### config.mk
export PLATFORM = sky130hd
export DESIGN_NAME = kiu_keypad_interrupt_unit
export DESIGN_NICKNAME = d
export VERILOG_FILES = /design/src/rtl/kiu_pkg.sv /design/src/rtl/kiu_keypad_interrupt_unit.sv
export SDC_FILE = /design/constraint.sdc
export NUM_CORES = 1
export LEC_CHECK = 0
export BUFFER_PORTS_ARGS = -buffer_cell sky130_fd_sc_hd__buf_2
export CORE_ASPECT_RATIO = 0.8
export CORE_MARGIN = 2
export CORE_UTILIZATION = 49
export DETAILED_ROUTE_END_ITERATION = 16
export PLACE_DENSITY_LB_ADDON = 0.2
export SYNTH_ARGS = -nofsm -noshare
export SYNTH_HDL_FRONTEND = slang
export SYNTH_SLANG_ARGS = --single-unit
### constraint.sdc
create_clock -name i_ref_clk -period 2.9 [get_ports i_ref_clk]
set_clock_uncertainty 0.2 [all_clocks]
set_input_delay 0.29 -clock i_ref_clk [delete_from_list [all_inputs] [get_ports i_ref_clk]]
set_output_delay 0.29 -clock i_ref_clk [all_outputs]
set_load 0.02 [all_outputs]
### src/rtl/kiu_pkg.sv
// Package with register map, field positions and bus types of the keypad unit.
package kiu_pkg;
   localparam logic [7:0] KIU_OFS_STATUS_CONTROL = 8'h1B;
   localparam logic [7:0] KIU_OFS_PIN_ENABLES = 8'h21;
   localparam int KIU_NUM_PINS = 5;
   localparam int KIU_BIT_PENDING = 3;
   localparam int KIU_BIT_ACK = 2;
   localparam int KIU_BIT_MASK = 1;
   localparam int KIU_BIT_SENSE = 0;
   localparam logic KIU_RST_MASK = 1'b0;
   localparam logic KIU_RST_SENSE = 1'b0;
   localparam logic KIU_RST_REQ = 1'b0;
   localparam logic [4:0] KIU_RST_PIN_EN = 5'h00;
   localparam logic [7:0] KIU_RST_RDATA = 8'h00;
   localparam logic [15:0] KIU_VECTOR_HI_ADDR = 16'hFFDE;
   localparam logic [15:0] KIU_VECTOR_LO_ADDR = 16'hFFDF;

   typedef struct packed {
      logic [7:0] addr;
      logic [7:0] wdata;
      logic wr;
      logic rd;
   } kiu_bus_req_t;

   typedef struct packed {
      logic active;
      logic clear_enable;
   } kiu_break_t;
endpackage

### src/rtl/kiu_keypad_interrupt_unit.sv
// Keypad interrupt unit: five pin request latch, mask, acknowledge, wake.
`timescale 1ns/1ps
`default_nettype none
module kiu_keypad_interrupt_unit
   import kiu_pkg::*;
(
   input wire logic i_ref_clk,
   input wire logic i_rst_b,
   input wire kiu_bus_req_t i_bus,
   output logic [7:0] o_rd_data,
   input wire logic [KIU_NUM_PINS-1:0] i_kbd_pin,
   input wire logic i_vec_fetch,
   input wire logic i_low_power,
   input wire kiu_break_t i_break,
   output logic [KIU_NUM_PINS-1:0] o_pullup_en,
   output logic [KIU_NUM_PINS-1:0] o_force_input,
   output logic o_irq,
   output logic o_wake
);
   logic rst_s1_ff;
   logic rst_s2_ff;
   logic rst_b;
   logic [KIU_NUM_PINS-1:0] pin_s1_ff;
   logic [KIU_NUM_PINS-1:0] pin_s2_ff;
   logic [KIU_NUM_PINS-1:0] pin_en_ff;
   logic any_low;
   logic prev_low_ff;
   logic fall;
   logic mask_ff;
   logic sense_ff;
   logic req_ff;
   logic nxt_req;
   logic acked_ff;
   logic nxt_acked;
   logic ack_wr;
   logic ack;
   logic wr_sc;
   logic wr_en;
   logic [7:0] nxt_rd_data;
   logic irq_ff;
   logic wake_ff;

   // Reset is asserted at once and released through two flops.
   always_ff @(posedge i_ref_clk or negedge i_rst_b) begin
      if (!i_rst_b) begin
         rst_s1_ff <= 1'b0;
         rst_s2_ff <= 1'b0;
      end else begin
         rst_s1_ff <= 1'b1;
         rst_s2_ff <= rst_s1_ff;
      end
   end
   assign rst_b = rst_s2_ff;

   // Pins are asynchronous; only the second stage feeds the detectors.
   // Each pin has its own pair of flops, so one pin never depends on
   // the stages of another.
   // The flops reset high, the idle level of a released key, so that no
   // false edge is seen as reset ends.
   for (genvar g = 0; g < KIU_NUM_PINS; g++) begin : g_pin_sync
      always_ff @(posedge i_ref_clk or negedge rst_b) begin
         if (!rst_b) begin
            pin_s1_ff[g] <= 1'b1;
            pin_s2_ff[g] <= 1'b1;
         end else begin
            pin_s1_ff[g] <= i_kbd_pin[g];
            pin_s2_ff[g] <= pin_s1_ff[g];
         end
      end
   end

   assign wr_sc = i_bus.wr && (i_bus.addr == KIU_OFS_STATUS_CONTROL);
   assign wr_en = i_bus.wr && (i_bus.addr == KIU_OFS_PIN_ENABLES);

   // Pin enable register.
   always_ff @(posedge i_ref_clk or negedge rst_b) begin
      if (!rst_b) begin
         pin_en_ff <= KIU_RST_PIN_EN;
      end else if (wr_en) begin
         pin_en_ff <= i_bus.wdata[KIU_NUM_PINS-1:0];
      end
   end
   assign o_pullup_en = pin_en_ff;
   assign o_force_input = pin_en_ff;

   // Mask and sensitivity bits.
   always_ff @(posedge i_ref_clk or negedge rst_b) begin
      if (!rst_b) begin
         mask_ff <= KIU_RST_MASK;
         sense_ff <= KIU_RST_SENSE;
      end else if (wr_sc) begin
         mask_ff <= i_bus.wdata[KIU_BIT_MASK];
         sense_ff <= i_bus.wdata[KIU_BIT_SENSE];
      end
   end

   // A disabled pin never counts as low, so disabling a stuck pin
   // lets the other pins raise edges again.
   assign any_low = |(~pin_s2_ff & pin_en_ff);
   always_ff @(posedge i_ref_clk or negedge rst_b) begin
      if (!rst_b) begin
         prev_low_ff <= 1'b0;
      end else begin
         prev_low_ff <= any_low;
      end
   end
   assign fall = any_low && !prev_low_ff;

   // During break the acknowledge write is dropped unless allowed.
   assign ack_wr = wr_sc && i_bus.wdata[KIU_BIT_ACK] &&
                   (!i_break.active || i_break.clear_enable);
   assign ack = i_vec_fetch || ack_wr;

   // A new edge wins over a clear in the same cycle.
   always_comb begin
      nxt_req = req_ff;
      nxt_acked = acked_ff;
      if (fall) begin
         nxt_req = 1'b1;
         nxt_acked = 1'b0;
      end else if (!sense_ff) begin
         if (ack) begin
            nxt_req = 1'b0;
         end
         nxt_acked = 1'b0;
      end else if (req_ff) begin
         if ((ack || acked_ff) && !any_low) begin
            nxt_req = 1'b0;
            nxt_acked = 1'b0;
         end else if (ack) begin
            nxt_acked = 1'b1;
         end
      end else begin
         // A pin that is already low when level mode is chosen still
         // counts as a request.
         nxt_req = any_low;
         nxt_acked = 1'b0;
      end
   end

   always_ff @(posedge i_ref_clk or negedge rst_b) begin
      if (!rst_b) begin
         req_ff <= KIU_RST_REQ;
      end else begin
         req_ff <= nxt_req;
      end
   end

   // Remembers a level-mode acknowledge until all enabled pins return high.
   always_ff @(posedge i_ref_clk or negedge rst_b) begin
      if (!rst_b) begin
         acked_ff <= 1'b0;
      end else begin
         acked_ff <= nxt_acked;
      end
   end

   // Interrupt and wake outputs; the vector itself lives in the CPU.
   always_ff @(posedge i_ref_clk or negedge rst_b) begin
      if (!rst_b) begin
         irq_ff <= 1'b0;
         wake_ff <= 1'b0;
      end else begin
         irq_ff <= nxt_req && !mask_ff;
         wake_ff <= nxt_req && !mask_ff && i_low_power;
      end
   end
   assign o_irq = irq_ff;
   assign o_wake = wake_ff;

   // Read port; acknowledge and upper bits always read zero.
   always_comb begin
      nxt_rd_data = KIU_RST_RDATA;
      if (i_bus.rd) begin
         case (i_bus.addr)
            KIU_OFS_STATUS_CONTROL: begin
               nxt_rd_data[KIU_BIT_PENDING] = req_ff;
               nxt_rd_data[KIU_BIT_MASK] = mask_ff;
               nxt_rd_data[KIU_BIT_SENSE] = sense_ff;
            end
            KIU_OFS_PIN_ENABLES: begin
               nxt_rd_data[KIU_NUM_PINS-1:0] = pin_en_ff;
            end
            default: begin
               nxt_rd_data = KIU_RST_RDATA;
            end
         endcase
      end
   end
   always_ff @(posedge i_ref_clk or negedge rst_b) begin
      if (!rst_b) begin
         o_rd_data <= KIU_RST_RDATA;
      end else begin
         o_rd_data <= nxt_rd_data;
      end
   end

   // Edge and level detection, and the pin synchroniser.
   a_edge_sets_req: assert property (
      @(posedge i_ref_clk) disable iff (!rst_b)
      fall |=> req_ff
   ) else $error("Edge did not latch request.");

   a_edge_blocked: assert property (
      @(posedge i_ref_clk) disable iff (!rst_b)
      !sense_ff && !req_ff && prev_low_ff && !i_bus.wr && !i_vec_fetch
      && $stable(pin_en_ff) |=> !req_ff
   ) else $error("Request latched while a pin was low.");

   a_level_holds: assert property (
      @(posedge i_ref_clk) disable iff (!rst_b)
      sense_ff && req_ff && any_low && !wr_sc |=> req_ff
   ) else $error("Level request dropped while pin low.");

   a_level_clear: assert property (
      @(posedge i_ref_clk) disable iff (!rst_b)
      sense_ff && req_ff && acked_ff && !any_low && !fall |=> !req_ff
   ) else $error("Acknowledged level request not cleared.");

   a_edge_wins_ack: assert property (
      @(posedge i_ref_clk) disable iff (!rst_b)
      ack && fall |=> req_ff
   ) else $error("Edge after acknowledge was lost.");

   a_pin_sync: assert property (
      @(posedge i_ref_clk) disable iff (!rst_b)
      ##1 pin_s2_ff == $past(pin_s1_ff)
   ) else $error("Pin synchroniser stage skipped.");

   // Acknowledge paths.
   a_edge_ack_clr: assert property (
      @(posedge i_ref_clk) disable iff (!rst_b)
      !sense_ff && ack && !fall |=> !req_ff
   ) else $error("Edge request not cleared by acknowledge.");

   a_vec_ack: assert property (
      @(posedge i_ref_clk) disable iff (!rst_b)
      !sense_ff && i_vec_fetch && !fall |=> !req_ff
   ) else $error("Vector fetch did not clear request.");

   a_break_protect: assert property (
      @(posedge i_ref_clk) disable iff (!rst_b)
      i_break.active && !i_break.clear_enable && !i_vec_fetch && req_ff
      && !acked_ff |=> req_ff
   ) else $error("Flag cleared in protected break.");

   // Interrupt and wake outputs.
   a_irq_masked: assert property (
      @(posedge i_ref_clk) disable iff (!rst_b)
      mask_ff |=> !o_irq
   ) else $error("Masked request reached the interrupt.");

   a_irq_pending: assert property (
      @(posedge i_ref_clk) disable iff (!rst_b)
      !mask_ff && nxt_req |=> o_irq
   ) else $error("Unmasked request gave no interrupt.");

   a_wake_out: assert property (
      @(posedge i_ref_clk) disable iff (!rst_b)
      i_low_power && nxt_req && !mask_ff |=> o_wake
   ) else $error("Unmasked request did not wake.");

   a_wake_idle: assert property (
      @(posedge i_ref_clk) disable iff (!rst_b)
      !i_low_power |=> !o_wake
   ) else $error("Wake raised outside low power.");

   // Register writes and pin controls.
   a_en_write: assert property (
      @(posedge i_ref_clk) disable iff (!rst_b)
      wr_en |=> pin_en_ff == $past(i_bus.wdata[KIU_NUM_PINS-1:0])
   ) else $error("Pin enable write lost.");

   a_pullup_follows: assert property (
      @(posedge i_ref_clk) disable iff (!rst_b)
      o_pullup_en == pin_en_ff
   ) else $error("Pull-up does not follow pin enable.");

   a_force_input: assert property (
      @(posedge i_ref_clk) disable iff (!rst_b)
      o_force_input == pin_en_ff
   ) else $error("Input force does not follow pin enable.");

   a_sense_write: assert property (
      @(posedge i_ref_clk) disable iff (!rst_b)
      wr_sc |=> sense_ff == $past(i_bus.wdata[KIU_BIT_SENSE])
   ) else $error("Sensitivity write lost.");

   a_mask_write: assert property (
      @(posedge i_ref_clk) disable iff (!rst_b)
      wr_sc |=> mask_ff == $past(i_bus.wdata[KIU_BIT_MASK])
   ) else $error("Mask write lost.");

   // Read port.
   a_status_read: assert property (
      @(posedge i_ref_clk) disable iff (!rst_b)
      i_bus.rd && i_bus.addr == KIU_OFS_STATUS_CONTROL
      |=> o_rd_data[7:4] == 4'h0 && !o_rd_data[KIU_BIT_ACK]
      && o_rd_data[KIU_BIT_PENDING] == $past(req_ff)
   ) else $error("Status read data wrong.");

   a_en_read: assert property (
      @(posedge i_ref_clk) disable iff (!rst_b)
      i_bus.rd && i_bus.addr == KIU_OFS_PIN_ENABLES
      |=> o_rd_data[7:5] == 3'h0
      && o_rd_data[KIU_NUM_PINS-1:0] == $past(pin_en_ff)
   ) else $error("Pin enable read data wrong.");

   a_rd_idle: assert property (
      @(posedge i_ref_clk) disable iff (!rst_b)
      !i_bus.rd |=> o_rd_data == KIU_RST_RDATA
   ) else $error("Read data stands without a read.");

   // Reset values; these watch the reset itself, so none is disabled.
   a_rst_req: assert property (
      @(posedge i_ref_clk)
      !rst_b |-> !req_ff && !sense_ff && !mask_ff
   ) else $error("Reset left request or control bits set.");

   a_rst_enables: assert property (
      @(posedge i_ref_clk)
      !rst_b |-> pin_en_ff == KIU_RST_PIN_EN
   ) else $error("Reset left a pin enabled.");

   a_rst_outputs: assert property (
      @(posedge i_ref_clk)
      !rst_b |-> !o_irq && !o_wake
   ) else $error("Interrupt or wake high during reset.");
endmodule
`default_nettype wire

Yosys cells after proc, flatten, opt, wreduce, memory -nomap -nowiden
Index checks and enable logic that the tools add are counted.
- reductions and logical operators: 16
- equality and inequality tests: 3
- bitwise logic cells: 2
- muxes and demuxes: 15
- operator list (kind ; number):
    2-to-1 mux 1 bit ; 12
    == test 8 x 5 -> 1 bit (second input constant) ; 1
    == test 8 x 6 -> 1 bit (second input constant) ; 1
    logical AND 1 bit ; 8
    AND 5 bit ; 1
    2-to-1 mux 5 bit ; 1
    inequality test 5 x 3 -> 1 bit (second input constant) ; 1
    inverter 5 bit ; 1
    OR reduction 5 bit ; 1
    zero test 1 bit ; 4
    case mux 2 bit (2 select lines) ; 1
    logical OR 1 bit ; 3
    case mux 1 bit (2 select lines) ; 1
- output and inout port bits: 20
- word-level logic and storage cells: 57
- bits of input ports: 29
- register bits after elaboration: 29

Depth between registers and ports, before layout
- depth in word-level cells: 13
- depth in mapped cells: 4
- depth with buffers taken out: 4

Worst setup path before layout
No wires, ideal clock.
- path kind: input port to flip-flop
- start: in i_bus[17] in the netlist's numbering
- end: reg pin_en_ff[0] (netlist: o_force_input[0])
- required time: 2.575 ns
- stages on the path: 4
- path buffers: 0
- library setup time: 0.125 ns
- arrival: 1.555 ns
- slack: 1.020 ns
- path through: or4b_4 > nor4_4 > nand2_4 > mux2_4
- longest elaborated chain between the ends: 2
- RTL lines (what ; RTL line ; text):
    start, declared ; kiu_keypad_interrupt_unit.sv:9 ; input wire kiu_bus_req_t i_bus,
    == test 8 x 6 -> 1 bit ; kiu_keypad_interrupt_unit.sv:73 ; assign wr_en = i_bus.wr && (i_bus.addr == KIU_OFS_PIN_ENABLES);
    logical AND 1 bit ; kiu_keypad_interrupt_unit.sv:73 ;
    end signal, assigned ; kiu_keypad_interrupt_unit.sv:80 ; pin_en_ff <= i_bus.wdata[KIU_NUM_PINS-1:0];
    end, declared ; kiu_keypad_interrupt_unit.sv:25 ; logic [KIU_NUM_PINS-1:0] pin_en_ff;
Every way passes these cells.
A chain may end at the register's enable or synchronous reset.

Final worst setup path
- start: in i_bus[17] in the netlist's numbering
- end: reg mask_ff
- longest elaborated chain between the ends: 2
- RTL lines (what ; RTL line ; text):
    == test 8 x 5 -> 1 bit ; kiu_keypad_interrupt_unit.sv:72 ; assign wr_sc = i_bus.wr && (i_bus.addr == KIU_OFS_STATUS_CONTROL);
    logical AND 1 bit ; kiu_keypad_interrupt_unit.sv:72 ;
    end signal, assigned ; kiu_keypad_interrupt_unit.sv:92 ; mask_ff <= i_bus.wdata[KIU_BIT_MASK];
    end, declared ; kiu_keypad_interrupt_unit.sv:29 ; logic mask_ff;
Every way passes these cells.

==> results.toml <==
[sta]
slew_viol_final = 0
fin_crit_ps = 1766
worst_slack_ps = 1134
tightest_slew_ps = 1031
slew_headroom = 0.3130
tns_ps = 0
rsz0062_at_grt = "false"
period_share = 0.6090
hold_slack_ps = 16.90
fmax_mhz = 566.2
final_hold_viol_count = 0
finalSetupViolCount = 0

[cells_and_area]
fillers = 173
layout_commonest_cell = "buf_2"
antenna_cells = 0
drive_gt1_frac = 0.5221
final_cell_mix = "42 x buf_2, 19 x dfrtp_1, 10 x dfstp_2, 9 x dlygate4sd3_1, 6 x nand2_1"
areaGrowthSynthToFinish_pct = 28.77
fin_nets = 165

[hold_path]
min_from = "i_bus[4]"
hold_class = "in2reg"

[worst_setup_path]
start_kind = "primary input"
startpoint = "i_bus[17]"
worstSetupEndpointType = "register"
cp_max_fo = 6
worst_ep_required_time_ps = 2910
cp.arrival_ps = 1770
r2r_start = "o_force_input[1]"
critPathKind = "in2reg"

[pwr]
p_comb_frac = 0.115
p_int_w = 0.0005894
power.density_nw_per_um2 = 523.4
switchingPower_w = 0.0001931
switching_share = 0.2468
pwr-share-clk = 0.307
leakage_nw = 0.7897
seqPwrFrac = 0.578
vdd_drop_max_uv = 448.1

[detailed_routing]
drc = 0
vias = 817
drt-initial-drc-count = 12
wirelength_um = 2335
drt-vias-per-instance = 5.075
wl_per_cell_um = 14.50
first_pass_iters = 4
ant_nets = 0

[global_routing]
grt-ovfl-total = 0
grt_pass1_vias = 794
grt_pass1_wl_um = 3670
grt_start_max_net_pins = 28
antenna_found_initial = 0
grt_usage = 0.1936

[yosys]
syn_area_um2 = 1161
seq_area_frac_synth = 0.6358
yosys_warnings = 0
yosys_register_bits = 29
async_flop_share = 1.000
syn_inst = 84
synth_ff_type = "dfrtp_1"
synth.distinct_cells = 27
synth-edff-count = 0
synth.avg_cell_area_um2 = 13.82

[clocking]
cts_buffers = 5
cts_htree_levels = 2
cts_root_buf = "clkbuf_4"
postCtsSetupBuffers = 0
path_clk_slew_ps = 80
cts.sinks = 29
cts_hold_buffers = 9
clk_latency_ps = 320
cts_buffer_depth = 2
cts_tree = "yes"
cts.repair.resized = 0

[floorplanning]
fp-row-count = 15
die-area_um2 = 2778
pin_count = 49
die_y_um = 47.54
start_util = 0.5288
core-area_um2 = 2196
die_w_um = 58.43

[run]
maxCapViolCount = 0

[placed_design]
port_buffers = 42
pre_cts_slack_ps = 817.5
place.gp.congestion = 0.7481
dp_hpwl_um = 1602

[outcome]
status = "completed"
-- metrics by stage --
step | utilization | cells | area (um2) | power (W)
floorplan | - | 86 | 1169 | 0.0005056
finish | 0.6809 | 161 | 1495 | 0.0007826
CTS | 0.6809 | 161 | 1495 | 0.0007904
detailed placement | 0.6148 | 145 | 1350 | 0.0005395
global route | 0.6809 | 161 | 1495 | 0.0008196
global placement | 0.6148 | 145 | 1350 | 0.0005364
-- critical path, stage by stage --
cell and delay, ps:
buf_2 90, or4b_4 540, nor2_1 390, nand2_1 160
mux2_2 300
-- power by group through the flow --
stage	sequential (W)	combinational [W]	clock [W]
final	0.000452	0.0000901	0.000240
after global routing	0.000456	0.0000986	0.000265
after CTS	0.000452	0.0000898	0.000249
after detailed placement	0.000459	0.0000805	0
after global placement	0.000458	0.0000784	0
after floorplan	0.000464	0.0000418	0
-- flip-flops by register name (all words and copies together), names as in the netlist --
register,cells
o_wake,1
acked_ff,1
mask_ff,1
o_rd_data,5
pin_s2_ff,5
rst_b,1
req_ff,1
o_force_input,5
pin_s1_ff,5
prev_low_ff,1
o_irq,1
sense_ff,1
rst_s1_ff,1
-- final cells by class --
type / count / area, um2 / area share
timing repair buffer: 51 / 300.3 / 0.2008
sequential: 29 / 738.2 / 0.4937
tap: 25 / 31.28 / 0.02092
inverter: 4 / 15.01 / 0.01004
clock buffer: 7 / 55.05 / 0.03682
multi-input combinational: 45 / 355.3 / 0.2377
-- cell usage after synthesis (2+ instances only) --
master	n	area [um2]
nand2_1	6	22.52
buf_4	8	60.06
inv_1	4	15.01
conb_1	2	7.510
dfrtp_1	19	475.5
nor2_1	4	15.01
nor2b_1	4	25.02
and3_2	2	15.01
mux2_2	2	22.52
dfstp_2	10	262.8
mux2_4	5	75.07
a32o_1	3	30.03
-- kinds of logic (layout without fill, tap and decap cells) --
logic type	after synthesis	after routing	synth area share
other cells	2	4	0.006468
buf+inv	12	62	0.06465
compound gates	10	10	0.07328
flops	29	29	0.6358
mux	7	7	0.08405
simple gates	24	24	0.1358
-- per-layer routing --
metal  up-vias  share of wire  GRT usage
met5         -              0          0
met4         0          0.022    0.09302
met3         5          0.077    0.09189
met2        36           0.48     0.3079
met1       395           0.42     0.2273
li1        381              -          -
-- worst paths after layout --
kind	end	slack (ps)	cells past startpoint
worst min-delay path	o_force_input[2]	20	2
max in group asynchronous	o_wake	1650	0
worst min register to register	pin_s2_ff[1]	160	0
worst max-delay path	mask_ff	1130	5
worst max register to register	req_ff	1330	3
min in group asynchronous	rst_b	90	2
(Power assumes the default switching activity.)
